**src/mac_cfg_pkg.sv**
```systemverilog
// Package with offsets, field positions and reset values for the MAC config register bank
package mac_cfg_pkg;
    localparam int ADDR_W = 4;
    localparam int DATA_W = 8;
    localparam logic [3:0] OFS_RX_CFG = 4'hC;
    localparam logic [3:0] OFS_TX_CFG = 4'hD;
    localparam logic [3:0] OFS_DP_CFG = 4'hE;
    localparam logic [3:0] OFS_IRQ_MASK = 4'hF;
    localparam logic [3:0] OFS_IRQ_STATUS = 4'h7;
    localparam logic [7:0] RST_ZERO = 8'h00;
    localparam logic [7:0] RST_ISR = 8'h80;
    // Rx config fields
    localparam int RC_MONITOR = 5;
    localparam int RC_PROMISC = 4;
    localparam int RC_MCAST = 3;
    localparam int RC_BCAST = 2;
    localparam int RC_SHORT = 1;
    localparam int RC_SAVE_ERR = 0;
    localparam logic [7:0] RC_MASK = 8'h3F;
    // Tx config fields
    localparam int TC_FDX = 7;
    localparam int TC_PAD_DIS = 6;
    localparam int TC_LATE_RETRY = 5;
    localparam int TC_LB_HI = 2;
    localparam int TC_LB_LO = 1;
    localparam int TC_NO_CRC = 0;
    localparam logic [7:0] TC_MASK = 8'hE7;
    localparam logic [7:0] DC_MASK = 8'h01;
    localparam logic [7:0] IM_MASK = 8'h7F;
    localparam logic [7:0] RS_MASK = 8'h77;
    localparam int DC_WTS = 0;
    // Rx status fields
    localparam int RS_RSVD = 7;
    localparam int RS_DISABLED = 6;
    localparam int RS_MCAST = 5;
    localparam int RS_MISSED = 4;
    localparam int RS_ZERO_BIT = 3;
    localparam int RS_ALIGN = 2;
    localparam int RS_CRC = 1;
    localparam int RS_INTACT = 0;
    // Interrupt bit positions (status and mask)
    localparam int IRQ_DMA = 6;
    localparam int IRQ_TALLY = 5;
    localparam int IRQ_OVW = 4;
    localparam int IRQ_TXE = 3;
    localparam int IRQ_RXE = 2;
    localparam int IRQ_PTX = 1;
    localparam int IRQ_PRX = 0;
    localparam int IRQ_N = 7;
    localparam int TALLY_MSB = 7;
    typedef enum logic [1:0] {
        LB_NORMAL = 2'h0,
        LB_MAC = 2'h1,
        LB_PHY = 2'h2,
        LB_RSVD = 2'h3
    } loopback_t;
endpackage : mac_cfg_pkg

```
**src/tally_counter.sv**
```systemverilog
// Clear-on-read saturating-free error tally counter
`timescale 1ns/10ps
`default_nettype none
module tally_counter #(
    parameter int WIDTH = 8
) (
    input wire logic i_clk,
    input wire logic i_srst,
    input wire logic i_inc,
    input wire logic i_rd_clr,
    output logic [WIDTH-1:0] o_count,
    output logic o_msb_rise
);
    logic [WIDTH-1:0] count_r;
    logic [WIDTH-1:0] count_nxt;

    always_comb begin
        count_nxt = count_r;
        // A read clears; an event in the same cycle still counts once
        if (i_rd_clr) begin
            count_nxt = '0;
        end
        if (i_inc) begin
            count_nxt = count_nxt + WIDTH'(1);
        end
    end

    always_ff @(posedge i_clk) begin
        if (i_srst) begin
            count_r <= '0;
        end else begin
            count_r <= count_nxt;
        end
    end

    assign o_count = count_r;
    assign o_msb_rise = count_nxt[WIDTH-1] & ~count_r[WIDTH-1];
endmodule : tally_counter
`default_nettype wire

```
**src/rx_filter.sv**
```systemverilog
// Receive address filter decision from config bits and frame attributes
`timescale 1ns/10ps
`default_nettype none
module rx_filter (
    input wire logic i_monitor_only,
    input wire logic i_accept_all_unicast,
    input wire logic i_accept_multicast,
    input wire logic i_accept_broadcast,
    input wire logic i_accept_short_frames,
    input wire logic i_save_error_frames,
    input wire logic i_da_match,
    input wire logic i_da_multicast,
    input wire logic i_da_broadcast,
    input wire logic i_hash_hit,
    input wire logic i_short,
    input wire logic i_has_error,
    output logic o_addr_ok,
    output logic o_accept,
    output logic o_store
);
    logic unicast_ok;
    logic mcast_ok;
    logic bcast_ok;

    assign unicast_ok = ~i_da_multicast & (i_da_match | i_accept_all_unicast); // [RULE_02]
    assign mcast_ok = i_da_multicast & ~i_da_broadcast & i_accept_multicast & i_hash_hit; // [RULE_03]
    assign bcast_ok = i_da_broadcast & i_accept_broadcast; // [RULE_04]
    assign o_addr_ok = unicast_ok | mcast_ok | bcast_ok;
    assign o_accept = o_addr_ok
        & (~i_short | i_accept_short_frames) // [RULE_05]
        & (~i_has_error | i_save_error_frames); // [RULE_06]
    // Monitor mode still checks address and CRC but keeps memory untouched
    assign o_store = o_accept & ~i_monitor_only; // [RULE_01]
endmodule : rx_filter
`default_nettype wire

```
**src/mac_rx_tx_config_regs.sv**
```systemverilog
// Page-0 receive, transmit, data-port and interrupt config/status registers of the MAC
// Contract
// [RULE_01] Monitor mode checks frames, stores none
// [RULE_02] Promiscuous accepts every unicast frame
// [RULE_03] Multicast accepted only on hash hit
// [RULE_04] Broadcast accepted when enabled
// [RULE_05] Short frames accepted when enabled
// [RULE_06] Errored frames saved when enabled
// [RULE_07] Full duplex is OR of two bits; the code forces it low while i_internal_phy is set
// [RULE_08] Pad short frames unless disabled
// [RULE_09] Retry late collisions when enabled
// [RULE_10] Two-bit loopback mode select
// [RULE_11] Append CRC unless inhibited
// [RULE_12] Alignment tally counts address-passed frames
// [RULE_13] CRC tally counts address-passed frames
// [RULE_14] Tallies clear on host read
// [RULE_15] Word transfer select sets port width
// [RULE_16] Seven interrupt enables, reset disabled
// [RULE_17] Writing one clears a status flag
// [RULE_18] Tally MSB sets overflow flag
// [RULE_19] Interrupt while flag and mask set
// [RULE_20] Receive status bit layout
`timescale 1ns/10ps
`default_nettype none
module mac_rx_tx_config_regs (
    input wire logic i_clk,
    input wire logic i_srst,
    // Host register port
    input wire logic [mac_cfg_pkg::ADDR_W-1:0] i_addr,
    input wire logic i_wr,
    input wire logic i_rd,
    input wire logic [mac_cfg_pkg::DATA_W-1:0] i_wdata,
    output logic [mac_cfg_pkg::DATA_W-1:0] o_rdata,
    // Receiver frame end report
    input wire logic i_rx_done,
    input wire logic i_rx_da_match,
    input wire logic i_rx_da_multicast,
    input wire logic i_rx_da_broadcast,
    input wire logic i_rx_hash_hit,
    input wire logic i_rx_short,
    input wire logic i_rx_align_err,
    input wire logic i_rx_crc_err,
    input wire logic i_rx_missed,
    input wire logic i_rx_disabled,
    // Other interrupt sources
    input wire logic i_dma_done,
    input wire logic i_ring_overwrite,
    input wire logic i_tx_done,
    input wire logic i_tx_error,
    // Duplex inputs from media control and PHY selection
    input wire logic i_media_control_fdx,
    input wire logic i_internal_phy,
    // Receiver controls
    output logic o_rx_accept,
    output logic o_rx_store,
    // Transmitter controls, data-port width select and interrupt output
    output logic o_full_duplex,
    output logic o_pad_enable,
    output logic o_late_collision_retry,
    output logic [1:0] o_loopback_select,
    output logic o_append_crc,
    output logic o_word_transfer_select,
    output logic o_irq
);
    import mac_cfg_pkg::*;

    logic [7:0] rx_cfg_r;
    logic [7:0] tx_cfg_r;
    logic [7:0] dp_cfg_r;
    logic [7:0] irq_mask_r;
    logic [7:0] rx_status_r;
    logic [IRQ_N-1:0] irq_status_r;
    logic [IRQ_N-1:0] irq_set;
    logic [IRQ_N-1:0] irq_clr;
    logic [7:0] align_cnt;
    logic [7:0] crc_cnt;
    logic align_msb_rise;
    logic crc_msb_rise;
    logic addr_ok;
    logic accept;
    logic store;
    logic frame_err;
    logic align_inc;
    logic crc_inc;
    logic rd_align;
    logic rd_crc;

    function automatic logic hit(input logic [ADDR_W-1:0] a, input logic [3:0] ofs);
        hit = (a == ofs);
    endfunction : hit

    // Configuration registers, write only from the host
    always_ff @(posedge i_clk) begin
        if (i_srst) begin
            rx_cfg_r <= RST_ZERO;
            tx_cfg_r <= RST_ZERO;
            dp_cfg_r <= RST_ZERO;
            irq_mask_r <= RST_ZERO; // [RULE_16]
        end else if (i_wr) begin
            if (hit(i_addr, OFS_RX_CFG)) begin
                rx_cfg_r <= i_wdata & RC_MASK;
            end
            if (hit(i_addr, OFS_TX_CFG)) begin
                tx_cfg_r <= i_wdata & TC_MASK;
            end
            if (hit(i_addr, OFS_DP_CFG)) begin
                dp_cfg_r <= i_wdata & DC_MASK;
            end
            if (hit(i_addr, OFS_IRQ_MASK)) begin
                irq_mask_r <= i_wdata & IM_MASK; // [RULE_16]
            end
        end
    end

    rx_filter u_rx_filter (
        .i_monitor_only(rx_cfg_r[RC_MONITOR]),
        .i_accept_all_unicast(rx_cfg_r[RC_PROMISC]),
        .i_accept_multicast(rx_cfg_r[RC_MCAST]),
        .i_accept_broadcast(rx_cfg_r[RC_BCAST]),
        .i_accept_short_frames(rx_cfg_r[RC_SHORT]),
        .i_save_error_frames(rx_cfg_r[RC_SAVE_ERR]),
        .i_da_match(i_rx_da_match),
        .i_da_multicast(i_rx_da_multicast),
        .i_da_broadcast(i_rx_da_broadcast),
        .i_hash_hit(i_rx_hash_hit),
        .i_short(i_rx_short),
        .i_has_error(frame_err),
        .o_addr_ok(addr_ok),
        .o_accept(accept),
        .o_store(store)
    );

    assign frame_err = i_rx_align_err | i_rx_crc_err;
    assign o_rx_accept = i_rx_done & accept;
    assign o_rx_store = i_rx_done & store; // [RULE_01]

    // Tally counters only see frames that passed address recognition
    assign align_inc = i_rx_done & addr_ok & i_rx_align_err; // [RULE_12]
    assign crc_inc = i_rx_done & addr_ok & i_rx_crc_err; // [RULE_13]
    assign rd_align = i_rd & hit(i_addr, OFS_TX_CFG);
    assign rd_crc = i_rd & hit(i_addr, OFS_DP_CFG);

    tally_counter #(.WIDTH(DATA_W)) u_align_tally (
        .i_clk(i_clk),
        .i_srst(i_srst),
        .i_inc(align_inc),
        .i_rd_clr(rd_align), // [RULE_14]
        .o_count(align_cnt),
        .o_msb_rise(align_msb_rise)
    );

    tally_counter #(.WIDTH(DATA_W)) u_crc_tally (
        .i_clk(i_clk),
        .i_srst(i_srst),
        .i_inc(crc_inc),
        .i_rd_clr(rd_crc), // [RULE_14]
        .o_count(crc_cnt),
        .o_msb_rise(crc_msb_rise)
    );

    // Receive status latches the last completed frame, except the disabled bit, which follows i_rx_disabled every cycle
    always_ff @(posedge i_clk) begin
        if (i_srst) begin
            rx_status_r <= RST_ZERO;
        end else begin
            rx_status_r[RS_RSVD] <= 1'b0;
            rx_status_r[RS_DISABLED] <= i_rx_disabled; // [RULE_20]
            if (i_rx_done) begin
                rx_status_r[RS_MCAST] <= i_rx_da_multicast; // [RULE_20]
                rx_status_r[RS_MISSED] <= i_rx_missed;
                rx_status_r[RS_ZERO_BIT] <= 1'b0;
                rx_status_r[RS_ALIGN] <= i_rx_align_err;
                rx_status_r[RS_CRC] <= i_rx_crc_err;
                rx_status_r[RS_INTACT] <= ~frame_err & ~i_rx_missed; // [RULE_20]
            end
        end
    end

    // Interrupt status: set wins over a same-cycle write-one clear
    always_comb begin
        irq_set = '0;
        irq_set[IRQ_DMA] = i_dma_done;
        irq_set[IRQ_TALLY] = align_msb_rise | crc_msb_rise; // [RULE_18]
        irq_set[IRQ_OVW] = i_ring_overwrite;
        irq_set[IRQ_TXE] = i_tx_error;
        irq_set[IRQ_RXE] = i_rx_done & (frame_err | i_rx_missed);
        irq_set[IRQ_PTX] = i_tx_done;
        irq_set[IRQ_PRX] = o_rx_store & ~frame_err;
    end

    assign irq_clr = (i_wr && hit(i_addr, OFS_IRQ_STATUS)) ? i_wdata[IRQ_N-1:0] : '0;

    always_ff @(posedge i_clk) begin
        if (i_srst) begin
            irq_status_r <= RST_ZERO[IRQ_N-1:0];
        end else begin
            irq_status_r <= (irq_status_r & ~irq_clr) | irq_set; // [RULE_17]
        end
    end

    assign o_irq = |(irq_status_r & irq_mask_r[IRQ_N-1:0]); // [RULE_19]

    // Read mux; the same offsets hold different registers for reads
    always_comb begin
        o_rdata = RST_ZERO;
        unique case (i_addr)
            OFS_RX_CFG: o_rdata = rx_status_r & RS_MASK; // [RULE_20]
            OFS_TX_CFG: o_rdata = align_cnt;
            OFS_DP_CFG: o_rdata = crc_cnt;
            OFS_IRQ_STATUS: o_rdata = {1'b0, irq_status_r};
            default: o_rdata = RST_ZERO;
        endcase
    end

    // Internal PHY fixes duplex itself, so both host bits are ignored
    assign o_full_duplex = ~i_internal_phy
        & (tx_cfg_r[TC_FDX] | i_media_control_fdx); // [RULE_07]
    assign o_pad_enable = ~tx_cfg_r[TC_PAD_DIS]; // [RULE_08]
    assign o_late_collision_retry = tx_cfg_r[TC_LATE_RETRY]; // [RULE_09]
    assign o_loopback_select = tx_cfg_r[TC_LB_HI:TC_LB_LO]; // [RULE_10]
    assign o_append_crc = ~tx_cfg_r[TC_NO_CRC]; // [RULE_11]
    assign o_word_transfer_select = dp_cfg_r[DC_WTS]; // [RULE_15]
endmodule : mac_rx_tx_config_regs
`default_nettype wire

```
**config.mk**
```make
export PLATFORM = sky130hd
export DESIGN_NAME = mac_rx_tx_config_regs
export DESIGN_NICKNAME = d
export VERILOG_FILES = /design/src/mac_cfg_pkg.sv /design/src/tally_counter.sv /design/src/rx_filter.sv /design/src/mac_rx_tx_config_regs.sv
export SDC_FILE = /design/constraint.sdc
export NUM_CORES = 1
export LEC_CHECK = 0
export BUFFER_PORTS_ARGS = -buffer_cell sky130_fd_sc_hd__buf_2
export CORE_MARGIN = 2
export CORE_UTILIZATION = 40
export CTS_CLUSTER_SIZE = 14
export DETAILED_ROUTE_END_ITERATION = 16
export PLACE_DENSITY = 0.6
export SYNTH_ARGS = -nofsm -noshare
export SYNTH_HDL_FRONTEND = slang
export SYNTH_SLANG_ARGS = --single-unit
```
**constraint.sdc**
```tcl
create_clock -name i_clk -period 1.55 [get_ports i_clk]
set_input_delay 0.155 -clock i_clk [delete_from_list [all_inputs] [get_ports i_clk]]
set_output_delay 0.155 -clock i_clk [all_outputs]
set_load 0.02 [all_outputs]
```
==> run metrics, run 1 <==
RSZ-0062 raised after global routing=yes; ys flop type=dfxtp_1; largest net degree at the start of global routing=38; via count=2,368; GRT Util Overall=19.9%; FMAX=653 MHz; clk buf depth=2; WL/cell=15.6 um; CP endpoint kind=output port; worst slew pin tran=0.414 ns; Yosys cell types=57; area fraction of the dominant cell type after synthesis=39.5%; detailed router's first-iteration violation count=96; max_slew headroom=72.4%; top cells by count, synth=49 x dfxtp_1, 39 x nor2_1, 29 x mux2i_1; Clock Skew=0.00509 ns; number of flops mapped to enable cells by yosys=0; Root Driver=clkbuf_8; CTS Buf Count=5; die width=82.8 um; CTS tree=done; nets@finish=400; placed insts=between 400 and 500; dpl hpwl=slightly above 5 mm; pre-CTS setup slack=-0.0476 ns; clk slew on worst S/H paths=0.09 ns; die area=6860 um^2; Req. time, crit path=1.39 ns; vias in the first global route=2,209; R2R setup slack=0.04 ns; initial antenna violation count=0; fin area=roughly 3200 um^2; count leader, synth=dfxtp_1; critical-path maximum fanout=3; Crit Path Class=reg2out; setup_tns=0 ns; number of max-cap violations=0; Placement Cell Area=3000 um^2; fin crit share=98.8%; Power Density=approximately 750 nW/um^2; synthesized area=2480 um^2; Hold-fix buffers, CTS=0; register bit count reported by yosys=49; Worst-Skew Late Latency=between 0.3 and 0.4 ns; leak pwr=1.34 nW; min Tclk post-route=about 1.5 ns; Inserted Diodes=0; crit start category=register; CTS Sinks=just under 50; status=finished clean; fill count=~590; synthesis-to-layout area growth=28.0%; DRT antenna net count=0; Remaining DRCs=0; count of final max-slew check failures=0; worst hold path class=in2reg; placer's final routability congestion estimate=0.881; Core Footprint=roughly 6000 um^2; asr flop ratio synth=0%; Final WS setup=0.0186 ns; IO Port Bufs=between 40 and 50; first-pass GRT wire length=11.1 mm; final wirelength=just under 7 mm; CTS H-tree lvls=2; final hold violations=0; final setup fails=0; Non-Filler Instances=442; die extent in y=just over 80 um; cell taking the most area after synthesis=dfxtp_1; synth warn=0; num ports=50; Mapped Cells=287; Worst Path Arrival=1.38 ns; Synth Net Count=321; worst vdd ir=0.445 mV; initial core utilization=41.7%; # rows=28; synth top area cells=dfxtp_1 39%, mux2i_1 12%, nor2_1 5.9%, a21oi_1 3.8%, nand3_1 2.6%; TritonRoute pass-1 iters=4; end-of-flow core utilization=53.4%; vias per cell=5.36; sequential area share after synthesis=a little under 40%; mean post-synth cell area=8.66 um^2; share of layout cells above drive strength 1=32.2%; GRT overflow=0
## layer usage
| metal | track usage, % | wire length [um] |
|---|---|---|
| met1 | 28.1 | 3320 |
| met2 | 31.5 | 3190 |
| met3 | 3.58 | 315 |
| met4 | 5.22 | 61 |
| met5 | 0 | 0 |
## stage by stage
stage / power [mW] / hold slack, ns
global route: 2.50 / 0.0575
finish: 2.40 / 0.0455
global placement: 1.62 / 0.361
floorplan: 1.48 / 0.272
detailed placement: 1.63 / 0.367
CTS: 2.41 / 0.0417
## critical path: stages (launching register included)
cell and delay [ns]:
dfxtp_2 0.35, and4b_2 0.29, nor3_4 0.06, nor3_2 0.19
buf_4 0.17
## state kept, by name, indices dropped and copies added, names as in the netlist
signal / count
rx_cfg_r: 6
u_align_tally.o_count: 8
dp_cfg_r: 1
irq_status_r: 7
u_crc_tally.o_count: 8
tx_cfg_r: 6
rx_status_r: 6
irq_mask_r: 7
## area by class of cell
| type | count | area (um^2) | share of cell area [%] |
|---|---|---|---|
| clock buffer | 5 | 68.8 | 2.16 |
| multi-input combinational | 210 | 1420 | 44.5 |
| tap | 75 | 93.8 | 2.95 |
| clock inverter | 3 | 21.3 | 0.669 |
| sequential | 49 | 988 | 31.1 |
| inverter | 12 | 45.0 | 1.42 |
| timing repair buffer | 88 | 549 | 17.3 |
## what timing repair did
item / 4_1_cts / 5_1_grt
cloned: 0 / 0
setup endpoints to repair: 4 / 9
pin swaps: 2 / 6
resized for setup: 9 / 13
buffers inserted: 2 / 2
## final timing paths
kind | from | endpoint | cells past startpoint
max | rx_cfg_r[3] | o_rx_store | 4
min | i_ring_overwrite | irq_status_r[4] | 3
max reg2reg | rx_cfg_r[3] | u_align_tally.o_count[7] | 5
min reg2reg | rx_status_r[1] | rx_status_r[1] | 2
## cell families (layout without fill, tap and decap cells)
family | count (synthesis) | count (layout) | synth area share, %
DFF | 49 | 49 | 39.5
AOI/OAI and AO/OA | 69 | 69 | 18.5
adders and majority gates | 2 | 2 | 1.01
buffers and inverters | 28 | 108 | 5.49
xor gates and xnor gates | 4 | 4 | 1.41
and+or+nand+nor | 106 | 106 | 22.4
muxes | 29 | 29 | 11.7
## cells in the final DEF, fill, tap and decap left out, drive strengths merged, types with 3 or more instances in the layout
master,n
and2,3
o22ai,6
a21oi,19
o21ai,14
nand4b,3
dfxtp,49
or4,3
a22oi,8
nor3,5
inv,13
or3,5
nand2,13
and4,3
nor2,40
nand3,14
nand2b,4
o31ai,5
clkbuf,5
buf,88
nor2b,4
mux2i,29
## where the power goes
part	internal [mW]	switching, mW	total (mW)
clock network	0.321	0.466	0.787
logic	0.137	0.169	0.306
registers	1.28	0.0201	1.30
No activity file was read; power rests on OpenSTA's default activity.
==> run 2: changes to the inputs <==
--- a/config.mk
+++ b/config.mk
@@ -10,7 +10,7 @@
 export CORE_UTILIZATION = 40
 export CTS_CLUSTER_SIZE = 14
 export DETAILED_ROUTE_END_ITERATION = 16
-export PLACE_DENSITY = 0.6
+export PLACE_DENSITY = 0.75
 export SYNTH_ARGS = -nofsm -noshare
 export SYNTH_HDL_FRONTEND = slang
 export SYNTH_SLANG_ARGS = --single-unit
==> run 2 against run 1 <==
Against the previous run:
- the flow now finishes with violations (setup timing)
- routed wire length decreased by 0.49%
- cell count down 0.45%
- fmax down 4.8%
- critical endpoint unchanged
- die area did not move
- core utilization grew 0.46 points
- worst setup slack got worse by 0.077 ns
- clock skew rose by 0.0029 ns
==> run metrics, run 2 (synthesis results as in run 1) <==
crit start category=register; CTS tree=done; via count=2,447 (+3.3%); fin crit share=104% (+5.0 points); WL/cell=15.6 um (about the same); Tot Pwr=2.44 mW (+1.8%); Worst setup startpoint=rx_cfg_r[3]; clk buf depth=2 (unchanged); HP Start=i_tx_error; Core Footprint=5960 um^2 (unchanged); Worst-Skew Late Latency=0.32 ns (about the same); worst slew pin tran=0.455 ns (+0.0407 ns); worst hold path class=in2reg; setup_tns=-0.0589 ns (-0.0589 ns); Inserted Diodes=0 (unchanged); detailed router's first-iteration violation count=213 (+120%); vias per cell=5.56 (+3.8%); num ports=50 (unchanged); CP endpoint kind=output port; Root Driver=clkbuf_8; CTS Buf Count=5 (unchanged); Switch Pwr=0.681 mW (+3.8%); Int Power=1.76 mW (+1.1%); Req. time, crit path=1.39 ns (about the same); Seq pwr share=53.5% (-0.9 points); IO Port Bufs=49 (unchanged); worst r2r src=rx_cfg_r[3]; vias in the first global route=2,275 (+3.0%); die extent in y=82.8 um (unchanged); sw frac=27.9% (+0.54 points); nets@finish=398 (-0.50%); dpl hpwl=4.98 mm (-4.1%); die area=6860 um^2 (unchanged); Logic pwr share=12.5% (-0.3 points); CTS Sinks=49 (unchanged); fin area=3210 um^2 (+0.87%); Crit Path Class=reg2out; first-pass GRT wire length=11.1 mm (-0.49%); fill count=566 (-4.6%); failing checks=setup timing; clock share of power=34.1% (+1.3 points); RSZ-0062 raised after global routing=yes; largest net degree at the start of global routing=38 (unchanged); Final WS setup=-0.0589 ns (-0.0775 ns); clk slew on worst S/H paths=0.10 ns (about the same); initial antenna violation count=0 (unchanged); Clock Skew=0.00803 ns (+0.00293 ns); FMAX=622 MHz (-4.8%); CTS H-tree lvls=2 (unchanged); critical-path maximum fanout=3 (unchanged); final setup fails=1 (+1); # rows=28 (unchanged); share of layout cells above drive strength 1=32.9% (+0.72 points); GRT Util Overall=19.8% (-0.15 points); Remaining DRCs=0 (unchanged); final wirelength=6.85 mm (-0.49%); commonest non-fill, non-tap cells in the layout=45 x dfxtp_1, 45 x buf_2, 39 x nor2_1; placed insts=426 (-0.93%); max_slew headroom=69.2% (-3.2 points); min Tclk post-route=1.61 ns (+0.0775 ns); number of max-cap violations=0 (unchanged); status=finished with violations; initial core utilization=41.7% (unchanged); Non-Filler Instances=440 (-0.45%); TritonRoute pass-1 iters=5 (+1); DRT antenna net count=0 (unchanged); Placement Cell Area=2970 um^2 (-1.0%); synthesis-to-layout area growth=29.2%; Power Density=761 nW/um^2 (+0.95%); final hold violations=0 (unchanged); worst vdd ir=0.423 mV (-5.1%); Worst Path Arrival=1.45 ns (+0.07 ns); count of final max-slew check failures=0 (unchanged); placer's final routability congestion estimate=0.904 (+2.6%); leak pwr=1.36 nW (+1.2%); GRT overflow=0 (unchanged); die width=82.8 um (unchanged)
## run 2: final cells by class
| cell class | count | area [um^2] | area share [%] |
|---|---|---|---|
| Tap cell | 75 | 93.8 | 2.92 |
| Clock buffer | 5 | 68.8 | 2.14 |
| Clock inverter | 3 | 28.8 | 0.897 |
| Multi-Input combinational cell | 210 | 1430 | 44.7 |
| Timing Repair Buffer | 86 | 553 | 17.2 |
| Inverter | 12 | 45.0 | 1.40 |
| Sequential cell | 49 | 986 | 30.7 |
## run 2: through the flow
stage	util, %	hold WS (ns)	worst slack (ns)
floorplan	-	0.272	0.0190
global placement	49.8	0.360	-0.0198
detailed placement	49.8	0.365	-0.0697
CTS	52.2	0.0410	-0.0669
global route	53.9	0.0489	-0.118
finish	53.9	0.0421	-0.0589
## run 2: repair_timing
item                       CTS  global route
setup endpoints to repair    4            11
hold buffers                 0             0
gates resized for setup      6            21
pin swaps                    5            10
buffers inserted             2             4
## run 2: worst paths after layout
check | end | slack (ns) | cells after the start
max | o_rx_store | -0.06 | 4
min | irq_status_r[3] | 0.04 | 3
max reg2reg | u_align_tally.o_count[7] | 0.01 | 5
min reg2reg | rx_status_r[1] | 0.49 | 2
## run 2: worst max-delay path, cell delays in order, from the launching register on
cell	delay, ns
dfxtp_2	0.37
and4b_2	0.30
nor3_4	0.06
nor3_2	0.22
buf_4	0.18
## run 2: layer usage
| layer | vias up | share of wire, % | track usage, % |
|---|---|---|---|
| li1 | 1197 | - | - |
| met1 | 1166 | 45 | 26.9 |
| met2 | 76 | 48 | 31.9 |
| met3 | 8 | 5.9 | 3.48 |
| met4 | 0 | 1.2 | 6.26 |
| met5 | - | 0 | 0 |
## run 2: power groups by stage
| stage | Clock (mW) | Sequential (mW) | Combinational (mW) |
|---|---|---|---|
| 3_5_place_dp | 0 | 1.33 | 0.284 |
| 2_1_floorplan | 0 | 1.33 | 0.156 |
| 4_1_cts | 0.846 | 1.30 | 0.289 |
| 5_1_grt | 0.902 | 1.31 | 0.331 |
| 6_report | 0.831 | 1.31 | 0.304 |
| 3_3_place_gp | 0 | 1.33 | 0.278 |
